`src/csd_pkg.sv`:
```
// Package: constants, types and helpers of the cycle-steal DMA
package csd_pkg;
   // ======================================================
   // Sizes
   localparam int NCH   = 4;
   localparam int CNT_W = 25;
   localparam int IIO_N = 12;
   // ======================================================
   // Modes, item sizes, bus widths
   localparam logic [1:0] MODE_OFF    = 2'h0;
   localparam logic [1:0] MODE_SINGLE = 2'h1;
   localparam logic [1:0] MODE_REPEAT = 2'h3;
   localparam logic [1:0] SZ_8  = 2'h0;
   localparam logic [1:0] SZ_16 = 2'h1;
   localparam logic [1:0] BW_32 = 2'h2;
   // ======================================================
   // Register map: channel c at c*32, status at 0x80
   localparam int         CH_SH      = 5;
   localparam logic [4:0] OFS_MODE   = 5'h00;
   localparam logic [4:0] OFS_COUNT  = 5'h04;
   localparam logic [4:0] OFS_RELOAD = 5'h08;
   localparam logic [4:0] OFS_SRC    = 5'h0c;
   localparam logic [4:0] OFS_SRC_RL = 5'h10;
   localparam logic [4:0] OFS_DST    = 5'h14;
   localparam logic [4:0] OFS_DST_RL = 5'h18;
   localparam logic [4:0] OFS_SEL    = 5'h1c;
   localparam logic [7:0] ADR_STATUS = 8'h80;
   // Field positions
   localparam int MODE_POS = 0;
   localparam int SIZE_POS = 2;
   localparam int SINC_POS = 4;
   localparam int DINC_POS = 5;
   localparam int PRI_POS  = 0;
   localparam int EXT_POS  = 8;
   localparam int SW_POS   = 16;
   // Reset values
   localparam logic [5:0]  RST_CTL = 6'h00;
   localparam logic [12:0] RST_SEL = 13'h0000;
   localparam logic [31:0] RST_PTR = 32'h0000_0000;
   localparam logic [CNT_W-1:0] RST_CNT = 25'h0;
   localparam logic [CNT_W-1:0] CNT_ONE = 25'h1;
   // ======================================================
   // Request codes
   localparam logic [4:0] PRI_EXT  = 5'h00;
   localparam logic [4:0] PRI_FALL = 5'h01;
   localparam logic [4:0] PRI_BOTH = 5'h02;
   localparam logic [4:0] PRI_TA0  = 5'h03;
   localparam logic [4:0] PRI_ADC  = 5'h18;
   localparam logic [4:0] PRI_IIO0 = 5'h19;
   localparam logic [4:0] EXT_SW   = 5'h00;
   localparam logic [4:0] EXT_SBI0 = 5'h04;
   localparam logic [4:0] EXT_SBI1 = 5'h05;
   localparam logic [4:0] EXT_U3TX = 5'h18;
   localparam logic [4:0] EXT_U4RX = 5'h1b;
   localparam logic [4:0] IIO_BASE [NCH] = '{5'h00, 5'h07, 5'h02, 5'h09};

   typedef enum logic [2:0] {
      ST_IDLE, ST_READ, ST_WRITE, ST_DECR, ST_YIELD
   } csd_state_t;

   // Bytes in one item
   function automatic logic [2:0] csd_item_bytes(input logic [1:0] sz);
      return (sz == SZ_8) ? 3'h1 : (sz == SZ_16) ? 3'h2 : 3'h4;
   endfunction : csd_item_bytes

   // Bytes one bus cycle moves: up to the next lane boundary
   function automatic logic [2:0] csd_piece(input logic [2:0] a,
      input logic [1:0] bw, input logic [2:0] rem);
      logic [3:0] wb;
      logic [3:0] av;
      wb = 4'h1 << bw;
      av = wb - ({1'b0, a} & (wb - 4'h1));
      return (av < {1'b0, rem}) ? av[2:0] : rem;
   endfunction : csd_piece
endpackage : csd_pkg

```
`src/csd_dma_top.sv`:
```
// Four-channel cycle-steal DMA controller with Avalon-MM registers
// Notes on behaviour
// - Four channels, one 8/16/32-bit item per request
// - Pending channel takes data bus before CPU
// - Pointers reach both halves of 64-Mbyte space
// - Count covers up to 32M-1 items of any size
// - Fixed priority, channel 0 highest, 3 lowest
// - Single mode stops when count hits zero
// - Repeat mode reloads count and both pointers
// - Done pulse when count goes one to zero
// - Start only with nonzero count, mode 01/11
// - Mode 00 stops accepting new transfers
// - Software bit or selected hardware request
// - Requests ignore interrupt masks and controls
// - Transfers never touch source pending flags
// - Primary 0 extended, 1 fall, 2 both edges
// - Primary 3-19 timers, serial; 24 converter
// - Codes 25-31 pick I/O lines modulo 12
// - Pin edges independent of interrupt pin setup
// - Extended: software, serial-bus, serial 3/4
// - Source reads then destination writes
// - 16-bit items add cycles by alignment
// - 32-bit items add cycles by alignment
// - Each pointer incrementing or fixed
// - Repeated triggers before grant give one transfer
// - Bus returns to CPU after each transfer
// - Accepted transfer completes despite disable
`timescale 1ns/1ps
module csd_dma_top
   import csd_pkg::*;
(
   input  wire logic        i_mclk,
   input  wire logic        i_reset,
   input  wire logic [7:0]  i_avs_address,
   input  wire logic        i_avs_read,
   input  wire logic        i_avs_write,
   input  wire logic [31:0] i_avs_writedata,
   input  wire logic [3:0]  i_avs_byteenable,
   output logic      [31:0] o_avs_readdata,
   output logic             o_avs_waitrequest,
   input  wire logic [3:0]  i_ext_request_pin,
   input  wire logic [4:0]  i_timer_a_req,
   input  wire logic [5:0]  i_timer_b_req,
   input  wire logic [2:0]  i_uart_tx_req,
   input  wire logic [2:0]  i_uart_rx_req,
   input  wire logic        i_adc_req,
   input  wire logic [11:0] i_iio_req,
   input  wire logic [1:0]  i_sbi_req,
   input  wire logic [3:0]  i_uart34_req,
   output logic             o_bus_hold,
   input  wire logic        i_cpu_bus_req,
   input  wire logic        i_cpu_access_done,
   output logic             o_mem_req,
   output logic             o_mem_we,
   output logic      [31:0] o_mem_addr,
   output logic      [2:0]  o_mem_nbytes,
   output logic      [31:0] o_mem_wdata,
   input  wire logic [31:0] i_mem_rdata,
   input  wire logic        i_mem_ack,
   input  wire logic [1:0]  i_bus_width,
   output logic      [3:0]  o_xfer_done
);
   // ======================================================
   // Channel state
   logic [5:0]       ctl_r [NCH];
   logic [12:0]      sel_r [NCH];
   logic [CNT_W-1:0] cnt_r [NCH];
   logic [CNT_W-1:0] rl_r  [NCH];
   logic [31:0]      src_r [NCH];
   logic [31:0]      srl_r [NCH];
   logic [31:0]      dst_r [NCH];
   logic [31:0]      drl_r [NCH];
   logic [3:0]       pend_r;
   logic [3:0]       enabled;
   logic [3:0]       elig;
   logic [3:0]       req_hit;
   logic [3:0]       take;
   logic [3:0]       sw_hit;
   logic [1:0]       pick;
   csd_state_t       st_r;
   logic [1:0]       act_r;
   logic [2:0]       szb_r;
   logic [2:0]       rem_r;
   logic [2:0]       got_r;
   logic [31:0]      data_r;
   logic [2:0]       piece_w;
   logic [31:0]      rd_in;
   logic [31:0]      act_src;
   logic             wait_r;
   logic             wr_go;
   logic [1:0]       a_ch;
   logic [4:0]       a_ofs;
   logic [31:0]      rd_mux;
   logic [3:0]       pin_s1_r;
   logic [3:0]       pin_s2_r;
   logic [3:0]       pin_s3_r;
   logic [3:0]       pin_fall;
   logic [3:0]       pin_both;
   logic [24:0]      hw_vec;

   // Byte-enable merge of a bus write into a stored word
   function automatic logic [31:0] merge(input logic [31:0] old,
      input logic [31:0] nw, input logic [3:0] be);
      logic [31:0] r;
      r = old;
      for (int b = 0; b < 4; b++) begin
         if (be[b]) begin
            r[8*b +: 8] = nw[8*b +: 8];
         end
      end
      return r;
   endfunction : merge

   // Request source chosen by one channel's select codes
   function automatic logic sel_req(input logic [1:0] ch,
      input logic [12:0] sel, input logic sw, input logic fall,
      input logic both);
      logic       r;
      logic [4:0] p;
      logic [4:0] e;
      logic [4:0] k;
      r = 1'b0;
      p = sel[PRI_POS +: 5];
      e = sel[EXT_POS +: 5];
      k = IIO_BASE[ch] + (p - PRI_IIO0);
      if (k >= 5'(IIO_N)) begin
         k = k - 5'(IIO_N);
      end
      if (p == PRI_EXT) begin
         if (e == EXT_SW) begin
            r = sw;
         end else if (e == EXT_SBI0) begin
            r = i_sbi_req[0];
         end else if (e == EXT_SBI1) begin
            r = i_sbi_req[1];
         end else if (e >= EXT_U3TX && e <= EXT_U4RX) begin
            r = i_uart34_req[e[1:0]];
         end
      end else if (p == PRI_FALL) begin
         r = fall;
      end else if (p == PRI_BOTH) begin
         r = both;
      end else if (p <= PRI_ADC) begin
         r = hw_vec[p];
      end else begin
         r = i_iio_req[k[3:0]];
      end
      return r;
   endfunction : sel_req

   // ======================================================
   // Pin synchronisers and edge detect; no interrupt-pin
   // polarity or level setting reaches this path
   always_ff @(posedge i_mclk) begin
      if (i_reset) begin
         pin_s1_r <= 4'hf;
         pin_s2_r <= 4'hf;
         pin_s3_r <= 4'hf;
      end else begin
         pin_s1_r <= i_ext_request_pin;
         pin_s2_r <= pin_s1_r;
         pin_s3_r <= pin_s2_r;
      end
   end
   assign pin_fall = pin_s3_r & ~pin_s2_r;
   assign pin_both = pin_s3_r ^ pin_s2_r;

   // Hardware sources indexed by primary code; reserved are 0
   assign hw_vec = {i_adc_req, 4'h0, i_uart_rx_req[2],
      i_uart_tx_req[2], i_uart_rx_req[1], i_uart_tx_req[1],
      i_uart_rx_req[0], i_uart_tx_req[0], i_timer_b_req,
      i_timer_a_req, 3'h0};

   // ======================================================
   // Avalon slave: one wait cycle, answer in the second
   assign wr_go = i_avs_write && !wait_r;
   assign a_ch  = i_avs_address[CH_SH +: 2];
   assign a_ofs = i_avs_address[CH_SH-1:0];

   // Read mux; unmapped addresses read zero
   always_comb begin
      rd_mux = 32'h0;
      if (i_avs_address == ADR_STATUS) begin
         rd_mux = {21'h0, act_r, st_r != ST_IDLE, enabled, pend_r};
      end else if (!i_avs_address[7]) begin
         if (a_ofs == OFS_MODE) begin
            rd_mux = {26'h0, ctl_r[a_ch]};
         end else if (a_ofs == OFS_COUNT) begin
            rd_mux = {7'h0, cnt_r[a_ch]};
         end else if (a_ofs == OFS_RELOAD) begin
            rd_mux = {7'h0, rl_r[a_ch]};
         end else if (a_ofs == OFS_SRC) begin
            rd_mux = src_r[a_ch];
         end else if (a_ofs == OFS_SRC_RL) begin
            rd_mux = srl_r[a_ch];
         end else if (a_ofs == OFS_DST) begin
            rd_mux = dst_r[a_ch];
         end else if (a_ofs == OFS_DST_RL) begin
            rd_mux = drl_r[a_ch];
         end else if (a_ofs == OFS_SEL) begin
            rd_mux = {19'h0, sel_r[a_ch]};
         end
      end
   end

   // Handshake and registered read data
   always_ff @(posedge i_mclk) begin
      if (i_reset) begin
         wait_r         <= 1'b1;
         o_avs_readdata <= 32'h0;
      end else if ((i_avs_read || i_avs_write) && wait_r) begin
         wait_r         <= 1'b0;
         o_avs_readdata <= i_avs_read ? rd_mux : 32'h0;
      end else begin
         wait_r <= 1'b1;
      end
   end
   assign o_avs_waitrequest = wait_r;

   // ======================================================
   // Request detection and pending flags
   always_comb begin
      pick = 2'h0;
      for (int c = NCH - 1; c >= 0; c--) begin
         sw_hit[c]  = wr_go && !i_avs_address[7] && a_ch == 2'(c)
            && a_ofs == OFS_SEL && i_avs_byteenable[2]
            && i_avs_writedata[SW_POS];
         enabled[c] = ctl_r[c][MODE_POS] && cnt_r[c] != RST_CNT;
         req_hit[c] = enabled[c] && sel_req(2'(c), sel_r[c],
            sw_hit[c], pin_fall[c], pin_both[c]);
         elig[c]    = pend_r[c] && enabled[c];
         if (elig[c]) begin
            pick = 2'(c);
         end
      end
      take = (st_r == ST_IDLE && elig != 4'h0) ? (4'h1 << pick) : 4'h0;
   end

   // Flags only remember that a request came, never how many;
   // a new trigger beats the clear in the same cycle
   always_ff @(posedge i_mclk) begin
      if (i_reset) begin
         pend_r <= 4'h0;
      end else begin
         for (int c = 0; c < NCH; c++) begin
            if (req_hit[c]) begin
               pend_r[c] <= 1'b1;
            end else if (take[c] || !enabled[c]) begin
               pend_r[c] <= 1'b0;
            end
         end
      end
   end

   // ======================================================
   // Channel registers: software writes and transfer updates
   always_ff @(posedge i_mclk) begin
      if (i_reset) begin
         for (int c = 0; c < NCH; c++) begin
            ctl_r[c] <= RST_CTL;
            sel_r[c] <= RST_SEL;
            cnt_r[c] <= RST_CNT;
            rl_r[c]  <= RST_CNT;
            src_r[c] <= RST_PTR;
            srl_r[c] <= RST_PTR;
            dst_r[c] <= RST_PTR;
            drl_r[c] <= RST_PTR;
         end
      end else begin
         if (st_r == ST_DECR) begin
            if (cnt_r[act_r] == CNT_ONE &&
                ctl_r[act_r][MODE_POS +: 2] == MODE_REPEAT) begin
               cnt_r[act_r] <= rl_r[act_r];
               src_r[act_r] <= srl_r[act_r];
               dst_r[act_r] <= drl_r[act_r];
            end else begin
               cnt_r[act_r] <= cnt_r[act_r] - CNT_ONE;
               if (ctl_r[act_r][SINC_POS]) begin
                  src_r[act_r] <= src_r[act_r] + 32'(szb_r);
               end
               if (ctl_r[act_r][DINC_POS]) begin
                  dst_r[act_r] <= dst_r[act_r] + 32'(szb_r);
               end
            end
         end
         if (wr_go && !i_avs_address[7]) begin
            if (a_ofs == OFS_MODE) begin
               ctl_r[a_ch] <= 6'(merge({26'h0, ctl_r[a_ch]},
                  i_avs_writedata, i_avs_byteenable));
            end else if (a_ofs == OFS_COUNT) begin
               cnt_r[a_ch] <= CNT_W'(merge({7'h0, cnt_r[a_ch]},
                  i_avs_writedata, i_avs_byteenable));
            end else if (a_ofs == OFS_RELOAD) begin
               rl_r[a_ch] <= CNT_W'(merge({7'h0, rl_r[a_ch]},
                  i_avs_writedata, i_avs_byteenable));
            end else if (a_ofs == OFS_SRC) begin
               src_r[a_ch] <= merge(src_r[a_ch], i_avs_writedata,
                  i_avs_byteenable);
            end else if (a_ofs == OFS_SRC_RL) begin
               srl_r[a_ch] <= merge(srl_r[a_ch], i_avs_writedata,
                  i_avs_byteenable);
            end else if (a_ofs == OFS_DST) begin
               dst_r[a_ch] <= merge(dst_r[a_ch], i_avs_writedata,
                  i_avs_byteenable);
            end else if (a_ofs == OFS_DST_RL) begin
               drl_r[a_ch] <= merge(drl_r[a_ch], i_avs_writedata,
                  i_avs_byteenable);
            end else if (a_ofs == OFS_SEL) begin
               sel_r[a_ch] <= 13'(merge({19'h0, sel_r[a_ch]},
                  i_avs_writedata, i_avs_byteenable));
            end
         end
      end
   end

   // ======================================================
   // Transfer engine; size is latched at acceptance so a
   // later disable cannot cut an accepted item short
   assign piece_w = csd_piece(o_mem_addr[2:0], i_bus_width, rem_r);
   assign rd_in   = (i_mem_rdata & ((32'h1 << {piece_w, 3'h0})
      - 32'h1)) << {got_r, 3'h0};
   assign act_src = src_r[act_r];

   always_ff @(posedge i_mclk) begin
      if (i_reset) begin
         st_r         <= ST_IDLE;
         act_r        <= 2'h0;
         szb_r        <= 3'h1;
         rem_r        <= 3'h0;
         got_r        <= 3'h0;
         data_r       <= 32'h0;
         o_bus_hold   <= 1'b0;
         o_mem_req    <= 1'b0;
         o_mem_we     <= 1'b0;
         o_mem_addr   <= 32'h0;
         o_mem_nbytes <= 3'h0;
         o_mem_wdata  <= 32'h0;
         o_xfer_done  <= 4'h0;
      end else begin
         o_xfer_done <= 4'h0;
         case (st_r)
            ST_IDLE: begin
               if (elig != 4'h0) begin
                  act_r        <= pick;
                  szb_r        <= csd_item_bytes(ctl_r[pick][SIZE_POS +: 2]);
                  rem_r        <= csd_item_bytes(ctl_r[pick][SIZE_POS +: 2]);
                  o_mem_nbytes <= csd_item_bytes(ctl_r[pick][SIZE_POS +: 2]);
                  got_r        <= 3'h0;
                  data_r       <= 32'h0;
                  o_bus_hold   <= 1'b1;
                  o_mem_req    <= 1'b1;
                  o_mem_we     <= 1'b0;
                  o_mem_addr   <= src_r[pick];
                  st_r         <= ST_READ;
               end
            end
            ST_READ: begin
               if (i_mem_ack) begin
                  if (rem_r == piece_w) begin
                     o_mem_wdata  <= data_r | rd_in;
                     o_mem_we     <= 1'b1;
                     o_mem_addr   <= dst_r[act_r];
                     o_mem_nbytes <= szb_r;
                     rem_r        <= szb_r;
                     st_r         <= ST_WRITE;
                  end else begin
                     data_r       <= data_r | rd_in;
                     got_r        <= got_r + piece_w;
                     o_mem_addr   <= o_mem_addr + 32'(piece_w);
                     o_mem_nbytes <= rem_r - piece_w;
                     rem_r        <= rem_r - piece_w;
                  end
               end
            end
            ST_WRITE: begin
               if (i_mem_ack) begin
                  if (rem_r == piece_w) begin
                     o_mem_req <= 1'b0;
                     o_mem_we  <= 1'b0;
                     st_r      <= ST_DECR;
                  end else begin
                     o_mem_wdata  <= o_mem_wdata >> {piece_w, 3'h0};
                     o_mem_addr   <= o_mem_addr + 32'(piece_w);
                     o_mem_nbytes <= rem_r - piece_w;
                     rem_r        <= rem_r - piece_w;
                  end
               end
            end
            ST_DECR: begin
               o_xfer_done[act_r] <= cnt_r[act_r] == CNT_ONE;
               o_bus_hold         <= 1'b0;
               st_r               <= ST_YIELD;
            end
            ST_YIELD: begin
               // Hold off until the CPU has had one access or is not requesting the bus
               if (i_cpu_access_done || !i_cpu_bus_req) begin
                  st_r <= ST_IDLE;
               end
            end
            default: st_r <= ST_IDLE;
         endcase
      end
   end

   // ======================================================
   // Checks
   AST_PRIORITY: assert property (@(posedge i_mclk) disable iff (i_reset)
      (st_r == ST_IDLE && elig[0]) |=> (act_r == 2'h0 && st_r == ST_READ))
      else $error("channel 0 not served first");
   AST_BUS_WIN: assert property (@(posedge i_mclk) disable iff (i_reset)
      (st_r == ST_IDLE && elig != 4'h0) |=> o_bus_hold && o_mem_req)
      else $error("bus not taken for pending channel");
   AST_YIELD: assert property (@(posedge i_mclk) disable iff (i_reset)
      (st_r == ST_DECR) |=> (!o_bus_hold && st_r == ST_YIELD))
      else $error("bus not returned after transfer");
   AST_DONE: assert property (@(posedge i_mclk) disable iff (i_reset)
      (st_r == ST_DECR && cnt_r[act_r] == CNT_ONE) |=> o_xfer_done[act_r])
      else $error("no done pulse at count one to zero");
   AST_RELOAD: assert property (@(posedge i_mclk) disable iff (i_reset)
      (st_r == ST_DECR && cnt_r[act_r] == CNT_ONE
      && ctl_r[act_r][MODE_POS +: 2] == MODE_REPEAT && !wr_go)
      |=> (cnt_r[act_r] == rl_r[act_r] && act_src == srl_r[act_r]))
      else $error("repeat reload missing");
   AST_STEP: assert property (@(posedge i_mclk) disable iff (i_reset)
      (st_r == ST_DECR && cnt_r[act_r] != CNT_ONE && !wr_go
      && ctl_r[act_r][SINC_POS])
      |=> act_src == $past(act_src) + 32'(szb_r))
      else $error("source pointer step wrong");
   AST_IDLE_STAYS: assert property (@(posedge i_mclk) disable iff (i_reset)
      (st_r == ST_IDLE && elig == 4'h0) |=> st_r == ST_IDLE)
      else $error("transfer without eligible request");
   AST_SPLIT: assert property (@(posedge i_mclk) disable iff (i_reset)
      (st_r == ST_READ && i_mem_ack && rem_r == 3'h4
      && o_mem_addr[1:0] == 2'h1 && i_bus_width == BW_32)
      |=> (st_r == ST_READ && rem_r == 3'h1))
      else $error("misaligned long read not split");
   AST_ONE_ITEM: assert property (@(posedge i_mclk) disable iff (i_reset)
      (st_r == ST_IDLE && elig != 4'h0)
      |=> !pend_r[act_r] || $past(req_hit[pick]))
      else $error("pending flag kept after acceptance");
endmodule : csd_dma_top

```
`config.mk`:
```
export PLATFORM = sky130hd
export DESIGN_NAME = csd_dma_top
export DESIGN_NICKNAME = d
export VERILOG_FILES = /design/src/csd_pkg.sv /design/src/csd_dma_top.sv
export SDC_FILE = /design/constraint.sdc
export NUM_CORES = 2
export LEC_CHECK = 0
export BUFFER_PORTS_ARGS = -buffer_cell sky130_fd_sc_hd__buf_2
export CORE_MARGIN = 4
export CORE_UTILIZATION = 57
export DETAILED_ROUTE_END_ITERATION = 7
export PLACE_DENSITY_LB_ADDON = 0.25
export SLEW_MARGIN = 25
export SYNTH_ARGS = -nofsm -noshare
export SYNTH_HDL_FRONTEND = slang
export SYNTH_SLANG_ARGS = --single-unit
```
`constraint.sdc`:
```
create_clock -name i_mclk -period 5.79 [get_ports i_mclk]
set_input_delay 0.579 -clock i_mclk [delete_from_list [all_inputs] [get_ports i_mclk]]
set_output_delay 0.579 -clock i_mclk [all_outputs]
set_load 0.05 [all_outputs]
```
* Word level (Yosys, flattened, before mapping) *
Memory sizes are Yosys's and may differ from the RTL's. A register that Yosys moved wholly into a read port is not among the register bits.
Cells that the tools add are included.

cells by class
  $add $sub $neg = 20
  $lt $le $gt $ge = 31
  eq/ne operators = 43
  shifts and indexed selects = 5
  mux-type cells = 467
  bitwise logic cells = 11
  reduce and logical (&&, ||, !) cells = 98

operators by type and width
  cell                                                    count
  two-way mux 8 bit                                       180
  two-way mux 32 bit                                      30
  OR reduction 32 bit                                     6
  two-way mux 1 bit                                       162
  case mux 32 bit (2 select lines)                        2
  two-way mux 25 bit                                      4
  nonzero test 25 bit                                     4
  adder 32 x 3 -> 32 bit                                  3
  case mux 32 bit (3 select lines)                        1
  OR reduction 25 bit                                     3
  two-way mux 2 bit                                       29
  two-way mux 5 bit                                       11
  two-way mux 3 bit                                       17
  == test 5 x 3 -> 1 bit (second input constant)          9
  logical NOT 5 bit                                       9
  less-or-equal comparator 5 bit (second input constant)  8
  logical AND 1 bit                                       38
  AND 32 bit                                              1
  OR 32 bit                                               1
  << shifter 1 x 6 -> 32 bit (first input constant)       1
  << shifter 32 x 6 -> 32 bit                             1
  >> shifter 32 x 6 -> 32 bit                             1
  subtractor 32 x 1 -> 32 bit (second input constant)     1
  two-way mux 6 bit                                       5
  other kinds (63)                                        148

storage, ports and cells
  flip-flop bits (word level) = 166
  RAM bits = 788
  input bits = 125
  output and inout bits = 107
  word-level logic and storage cells = 704
  memories kept = 8

memories
  memory       words  bits a word  rd ports  clocked after Yosys merged registers in  wr ports  RTL line           RTL
  drl_r        4      32           2         1                                        4         csd_dma_top.sv:72  logic [31:0] drl_r [NCH];
  dst_r        4      32           2         1                                        4         csd_dma_top.sv:71  logic [31:0] dst_r [NCH];
  src_r        4      32           3         1                                        4         csd_dma_top.sv:69  logic [31:0] src_r [NCH];
  srl_r        4      32           2         1                                        4         csd_dma_top.sv:70  logic [31:0] srl_r [NCH];
  cnt_r        4      25           6         1                                        4         csd_dma_top.sv:67  logic [CNT_W-1:0] cnt_r [NCH];
  rl_r         4      25           2         1                                        4         csd_dma_top.sv:68  logic [CNT_W-1:0] rl_r [NCH];
  +2 memories  --     --           --        --                                       --        --

* Logic depth before layout (Yosys ltp) *
  word-level depth = 14
  gate-level depth with buffers = 22
  gate-level depth less buffers = 20

* Least setup slack after synthesis *
Ideal clock, no wire load.

  path type = input to register
  start point = in i_bus_width[1]
  end point = reg o_mem_wdata[29]
  library setup time = 0.122 ns
  arrival time = 5.962 ns
  data required time = 5.668 ns
  slack = -0.294 ns
  cell stages on the path = 21
  buffers on the path = 4
  cell sequence = buf_2 > nor2b_1 > a21oi_1 > ha_1 > or3_1 > and2_1 > ha_1 > o21a_1 > o31a_1 > nor4_1 > clkbuf_1 > mux2i_1 > inv_1 > ha_1 > inv_1 > a211oi_1 > o21a_1 > buf_2 > nor2_1 > buf_2 > a221o_1

between the ends
  word-level cells in the longest chain between the ends = 14
  elaborated cells on any way between the ends = 21
  those cells by class = add/sub: 3; order compare: 1; eq/ne: 3; shift: 4; mux: 6; bitwise: 3; reduce/logical: 1

ends and longest elaborated chain
  item                                 RTL line            RTL
  start, declared                      csd_dma_top.sv:60   input wire logic [1:0] i_bus_width,
  << shifter 1 x 2 -> 4 bit (*)        csd_pkg.sv:71       wb = 4'h1 << bw;
  subtractor 4 x 1 -> 4 bit            csd_pkg.sv:72       av = wb - ({1'b0, a} & (wb - 4'h1));
  AND 3 x 4 -> 4 bit                   csd_pkg.sv:72
  subtractor 4 bit (*)                 csd_pkg.sv:72
  less-than comparator 4 x 3 -> 1 bit  csd_pkg.sv:73       return (av < {1'b0, rem}) ? av[2:0] : rem;
  two-way mux 3 bit (*)                csd_pkg.sv:73
  << shifter 1 x 6 -> 32 bit           csd_dma_top.sv:320  assign rd_in = (i_mem_rdata & ((32'h1 << {piece_w, 3'h0})
  subtractor 32 x 1 -> 32 bit          csd_dma_top.sv:321  - 32'h1)) << {got_r, 3'h0};
  AND 32 bit                           csd_dma_top.sv:320
  << shifter 32 x 6 -> 32 bit          csd_dma_top.sv:320
  OR 32 bit                            csd_dma_top.sv:360  o_mem_wdata <= data_r | rd_in;
  two-way mux 32 bit                   csd_dma_top.sv:359  if (rem_r == piece_w) begin
  two-way mux 32 bit                   csd_dma_top.sv:358  if (i_mem_ack) begin
  case mux 32 bit (2 select lines)     csd_dma_top.sv:341  case (st_r)
  end signal, assigned                 csd_dma_top.sv:360
  end signal, assigned                 csd_dma_top.sv:382  o_mem_wdata <= o_mem_wdata >> {piece_w, 3'h0};
  end, declared                        csd_dma_top.sv:57   output logic [31:0] o_mem_wdata,

Every way passes the cells marked *; elsewhere a longest branch is shown, timed or not. The select of a mux whose other input is x is not followed.
A chain may end at the register's enable or synchronous reset.

* Worst setup path after layout *
  start point = reg o_mem_addr[2]
  end point = reg o_mem_addr[27]

between the ends
  word-level cells in the longest chain between the ends = 8
  elaborated cells on any way between the ends = 13
  those cells by class = add/sub: 2; order compare: 1; eq/ne: 2; mux: 6; bitwise: 1; reduce/logical: 1

ends and longest elaborated chain
  item                                                            RTL line                                RTL
  start, declared                                                 csd_dma_top.sv:55                       output logic [31:0] o_mem_addr,
  start signal, assigned                                          csd_dma_top.sv:353                      o_mem_addr <= src_r[pick];
  start signal, assigned                                          csd_dma_top.sv:362                      o_mem_addr <= dst_r[act_r];
  start signal, assigned                                          csd_dma_top.sv:369                      o_mem_addr <= o_mem_addr + 32'(piece_w);
  AND 3 x 4 -> 4 bit                                              csd_pkg.sv:72
  subtractor 4 bit                                                csd_pkg.sv:72
  less-than comparator 4 x 3 -> 1 bit                             csd_pkg.sv:73
  two-way mux 3 bit                                               csd_pkg.sv:73
  adder 32 x 3 -> 32 bit / == test 3 bit (equally long branches)  --
  two-way mux 32 bit (on tied branches)                           csd_dma_top.sv:377, csd_dma_top.sv:359
  two-way mux 32 bit (on tied branches)                           csd_dma_top.sv:376, csd_dma_top.sv:358
  case mux 32 bit (3 select lines)                                csd_dma_top.sv:341

Parallel ways exist; a longest one is shown, timed or not. The select of a mux whose other input is x is not followed.

==> summary.txt <==
Run status
  – Status: finished with violations
  – Failing checks: design-rule violations

Run
  – Max-cap violations: 0

Clocking
  – H-tree depth: 3
  – Hold Buf Count CTS: 0
  – Clock Sinks: 956
  – CTS Root Cell: clkbuf_16
  – Total CTS buffers: a little over 100
  – Postcts setup bufs: 0
  – Worst-path clk slew: roughly 0.060 ns
  – Post_cts resized: 0
  – CTS tree: done
  – Maximum clock path buffer count: 3
  – Clock Latency Late Sink: roughly 0.7 ns

Synthesis
  – Async SR Flop Fraction: 0%
  – Synthesis warning total: 0
  – Simple-Gate Fraction of Synth Area: between 10% and 20%
  – Post-synth EDFFs: 788
  – Post-Syn Nets: ~5000
  – Synth Instances: between 4000 and 5000
  – Largest family of logic cells by synthesized area: multiplexers
  – Post-synthesis compound-gate area fraction: about 15%
  – Seq/Total Area, Yosys: between 40% and 50%
  – Distinct cells, synth: 94
  – Mapped cell area: around 56000 um^2
  – Post-synthesis adder-cell area fraction: 0.972%
  – Ys flop type: edfxtp_1
  – XOR/XNOR share of the synthesized area: between 1 and 1.5%
  – Synth Register Bits: 956
  – Mux share of post-synthesis cell area: 18.0%
  – Syn avg cell area: 11.4 um^2

Global route
  – Initial antenna violation count: 19
  – Vias in the first global route: roughly 45000
  – Grt ovf: 0
  – First-pass GRT wire length: between 300000 and 400000 um
  – Largest net degree at the start of global routing: 80
  – GRT Util Overall: 40.3%

Detailed routing
  – Drt first pass iters: 8
  – Vias per std cell: 7.41
  – Initial DRC count: 8773
  – Routed WL per cell: 32.8 um
  – Vias: slightly below 50000
  – Antenna viol nets, final: 0
  – Post-Route WL: approximately 210000 um
  – Drt drc: 18

Power
  – Peak supply drop: 216 uV
  – Cell Pwr Density: between 200 and 300 nW/um^2
  – P_leak: roughly 23 nW

Worst setup path
  – Critical Path RT: about 6.4 ns
  – R2R Setup Slk: 0.60 ns
  – Arrival @ worst endpoint: 5.77 ns
  – WS Path Type: flop to flop
  – Critical Path Sink Type: flop
  – Max FO, Critical Path: 8
  – Worst setup path start: o_mem_addr[2]
  – Terminus of the critical flop-to-flop path: o_mem_addr[27]
  – R2R depth: 20
  – Worst r2r src: o_mem_addr[2]
  – Startpoint types: flop

STA
  – Crit share post-route: around 90%
  – Worst-Margin Slew: ~1.2 ns
  – Clock Skews: between 0.03 and 0.04 ns
  – Fmax: 193 MHz
  – Final Hold Fails: 0
  – Worst slew margin: 19.4%
  – RSZ-0062 raised after global routing: false
  – Post-Route Setup TNS: 0 ns
  – Slew Limit Fails: 0
  – Crit path time final: between 5 and 6 ns
  – Final setup vio count: 0

Hold path
  – WHS Endpoint: pin_s1_r[3]
  – Hold Path Class: input port to flop
  – HP Start: i_ext_request_pin[3]
  – Worst Hold Path Cells: 2

Placed design
  – GPL Wtd Cong: 1.02
  – PortBufs: about 230
  – Detailed Place HPWL: 146000 um
  – Placed insts: about 6300

Finish
  – # nets final: ~5300
  – Non-Filler Instances: 6493
  – Filler cells: between 7000 and 8000
  – Layout cells sized above 1: between 20% and 30%
  – Layout area overhead: 11.0%
  – Most frequent cells in the layout: edfxtp_1 (788), nor2_1 (552), nand2_1 (531), mux4_2 (411), o21ai_0 (243)
  – Commonest non-fill, non-tap cell in the layout: edfxtp_1

Floorplanning
  – Die Wd: about 320 um
  – Die area: about 100000 um^2
  – I/O Pins: between 200 and 250
  – Core Area: approximately 100000 um^2
  – Row count: 115
  – Die height: roughly 320 um
  – Initial Utilization: 57.4%
-- cells in the mapped netlist (all sizes together) (25+ instances only) --
library cell / count / area, um^2
nor4: 47 / 319
nor3: 97 / 490
a22o: 40 / 350
o22ai: 153 / 957
inv: 205 / 769
nand4: 25 / 156
and2: 45 / 282
o21ai: 254 / 1270
mux2i: 84 / 841
ha: 39 / 488
a211oi: 32 / 240
a21o: 49 / 368
edfxtp: 788 / 23700
or2: 25 / 156
xor2: 40 / 350
dfxtp: 168 / 3360
nor2: 560 / 2110
a31oi: 55 / 344
nand2: 533 / 2000
a22oi: 129 / 1110
clkbuf: 282 / 1060
a221oi: 36 / 322
o32ai: 32 / 280
mux4: 411 / 9260
o211ai: 27 / 203
nand3: 65 / 330
nand2b: 45 / 282
a21boi: 35 / 263
a21oi: 200 / 1020
buf: 88 / 489
xnor2: 52 / 455
-- logic make-up (layout without fill, tap and decap cells) --
logic type / count (synthesis) / count (layout)
AOI/OAI and AO/OA: 1253 / 1253
xor gates and xnor gates: 92 / 92
adders and majority gates: 42 / 42
buffers and inverters: 576 / 800
DFF: 956 / 956
muxes: 501 / 501
other: 0 / 14
and+or+nand+nor: 1548 / 1548
-- sequential cells by signal, indices dropped and copies added (netlist names), 2 cells and up, named ones only --
name            cells
pin_s1_r            4
sel_r              52
act_r               2
o_mem_addr         32
pend_r              4
dst_r             128
ctl_r              24
o_avs_readdata     32
rem_r               3
data_r             32
cnt_r             100
pin_s3_r            4
got_r               3
o_mem_wdata        32
srl_r             128
src_r             128
rl_r              100
drl_r             128
o_xfer_done         4
szb_r               3
st_r                3
pin_s2_r            4
-- worst max-delay path by stage --
stage,end,slack (ns),cells past startpoint
final,o_mem_addr[27],0.60,20
after global routing,o_mem_addr[17],0.16,20
after CTS,o_mem_addr[31],0.63,20
after detailed placement,o_mem_addr[31],0.28,22
after global placement,o_mem_addr[25],0.34,22
after floorplan,o_mem_addr[18],0.09,21
-- through the flow --
step	area (um^2)	hold slack [ns]	total power, mW	utilization [%]	worst slack [ns]
global placement	59200	0.391	10.4	60.2	0.339
CTS	62500	0.0440	16.9	63.6	0.627
finish	62600	0.0583	17.1	63.7	0.603
floorplan	56400	0.389	9.48	-	0.0903
global route	62500	0.0696	17.4	63.6	0.159
detailed placement	59200	0.394	10.4	60.2	0.280
-- final cells by class --
class	instances	area, um^2	area share [%]
Multi-Input combinational cell	3436	27200	43.5
Timing Repair Buffer	402	2590	4.14
Tap cell	1287	1610	2.57
Clock inverter	55	382	0.610
Clock buffer	137	2950	4.71
Sequential cell	956	27000	43.2
Antenna cell	14	35.0	0.0560
Inverter	206	773	1.24
-- critical path, cell delays in order, from the launching register on --
cell     delay, ns
dfxtp_1       0.41
nand3_1       0.10
ha_1          0.40
or3_1         0.43
and2_1        0.20
ha_1          0.27
o21a_1        0.10
o31a_1        0.16
nor4_2        0.22
buf_4         0.23
mux2i_1       0.23
inv_1         0.15
ha_1          0.31
and2_1        0.18
mux2i_1       0.08
o21ai_0       0.14
mux2i_1       0.12
and2_1        0.24
nor3_1        0.74
a31oi_1       0.18
o32ai_1       0.18
-- per-layer routing --
layer  up-vias  share of wire, %  GRT usage, %
li1      19600                 -             -
met1     23400                33          52.2
met2      4412                43          58.4
met3       739                18          17.0
met4        20               6.3          20.3
met5         -              0.10             0
-- power by group --
group / switching (mW) / leakage (nW) / total [mW] / internal [mW]
combinational: 1.72 / 11.7 / 2.56 / 0.841
clock: 2.88 / 1.65 / 6.63 / 3.74
sequential: 0.206 / 9.49 / 7.87 / 7.66
total: 4.81 / 22.9 / 17.1 / 12.2
No activity file was read; power rests on OpenSTA's default activity.
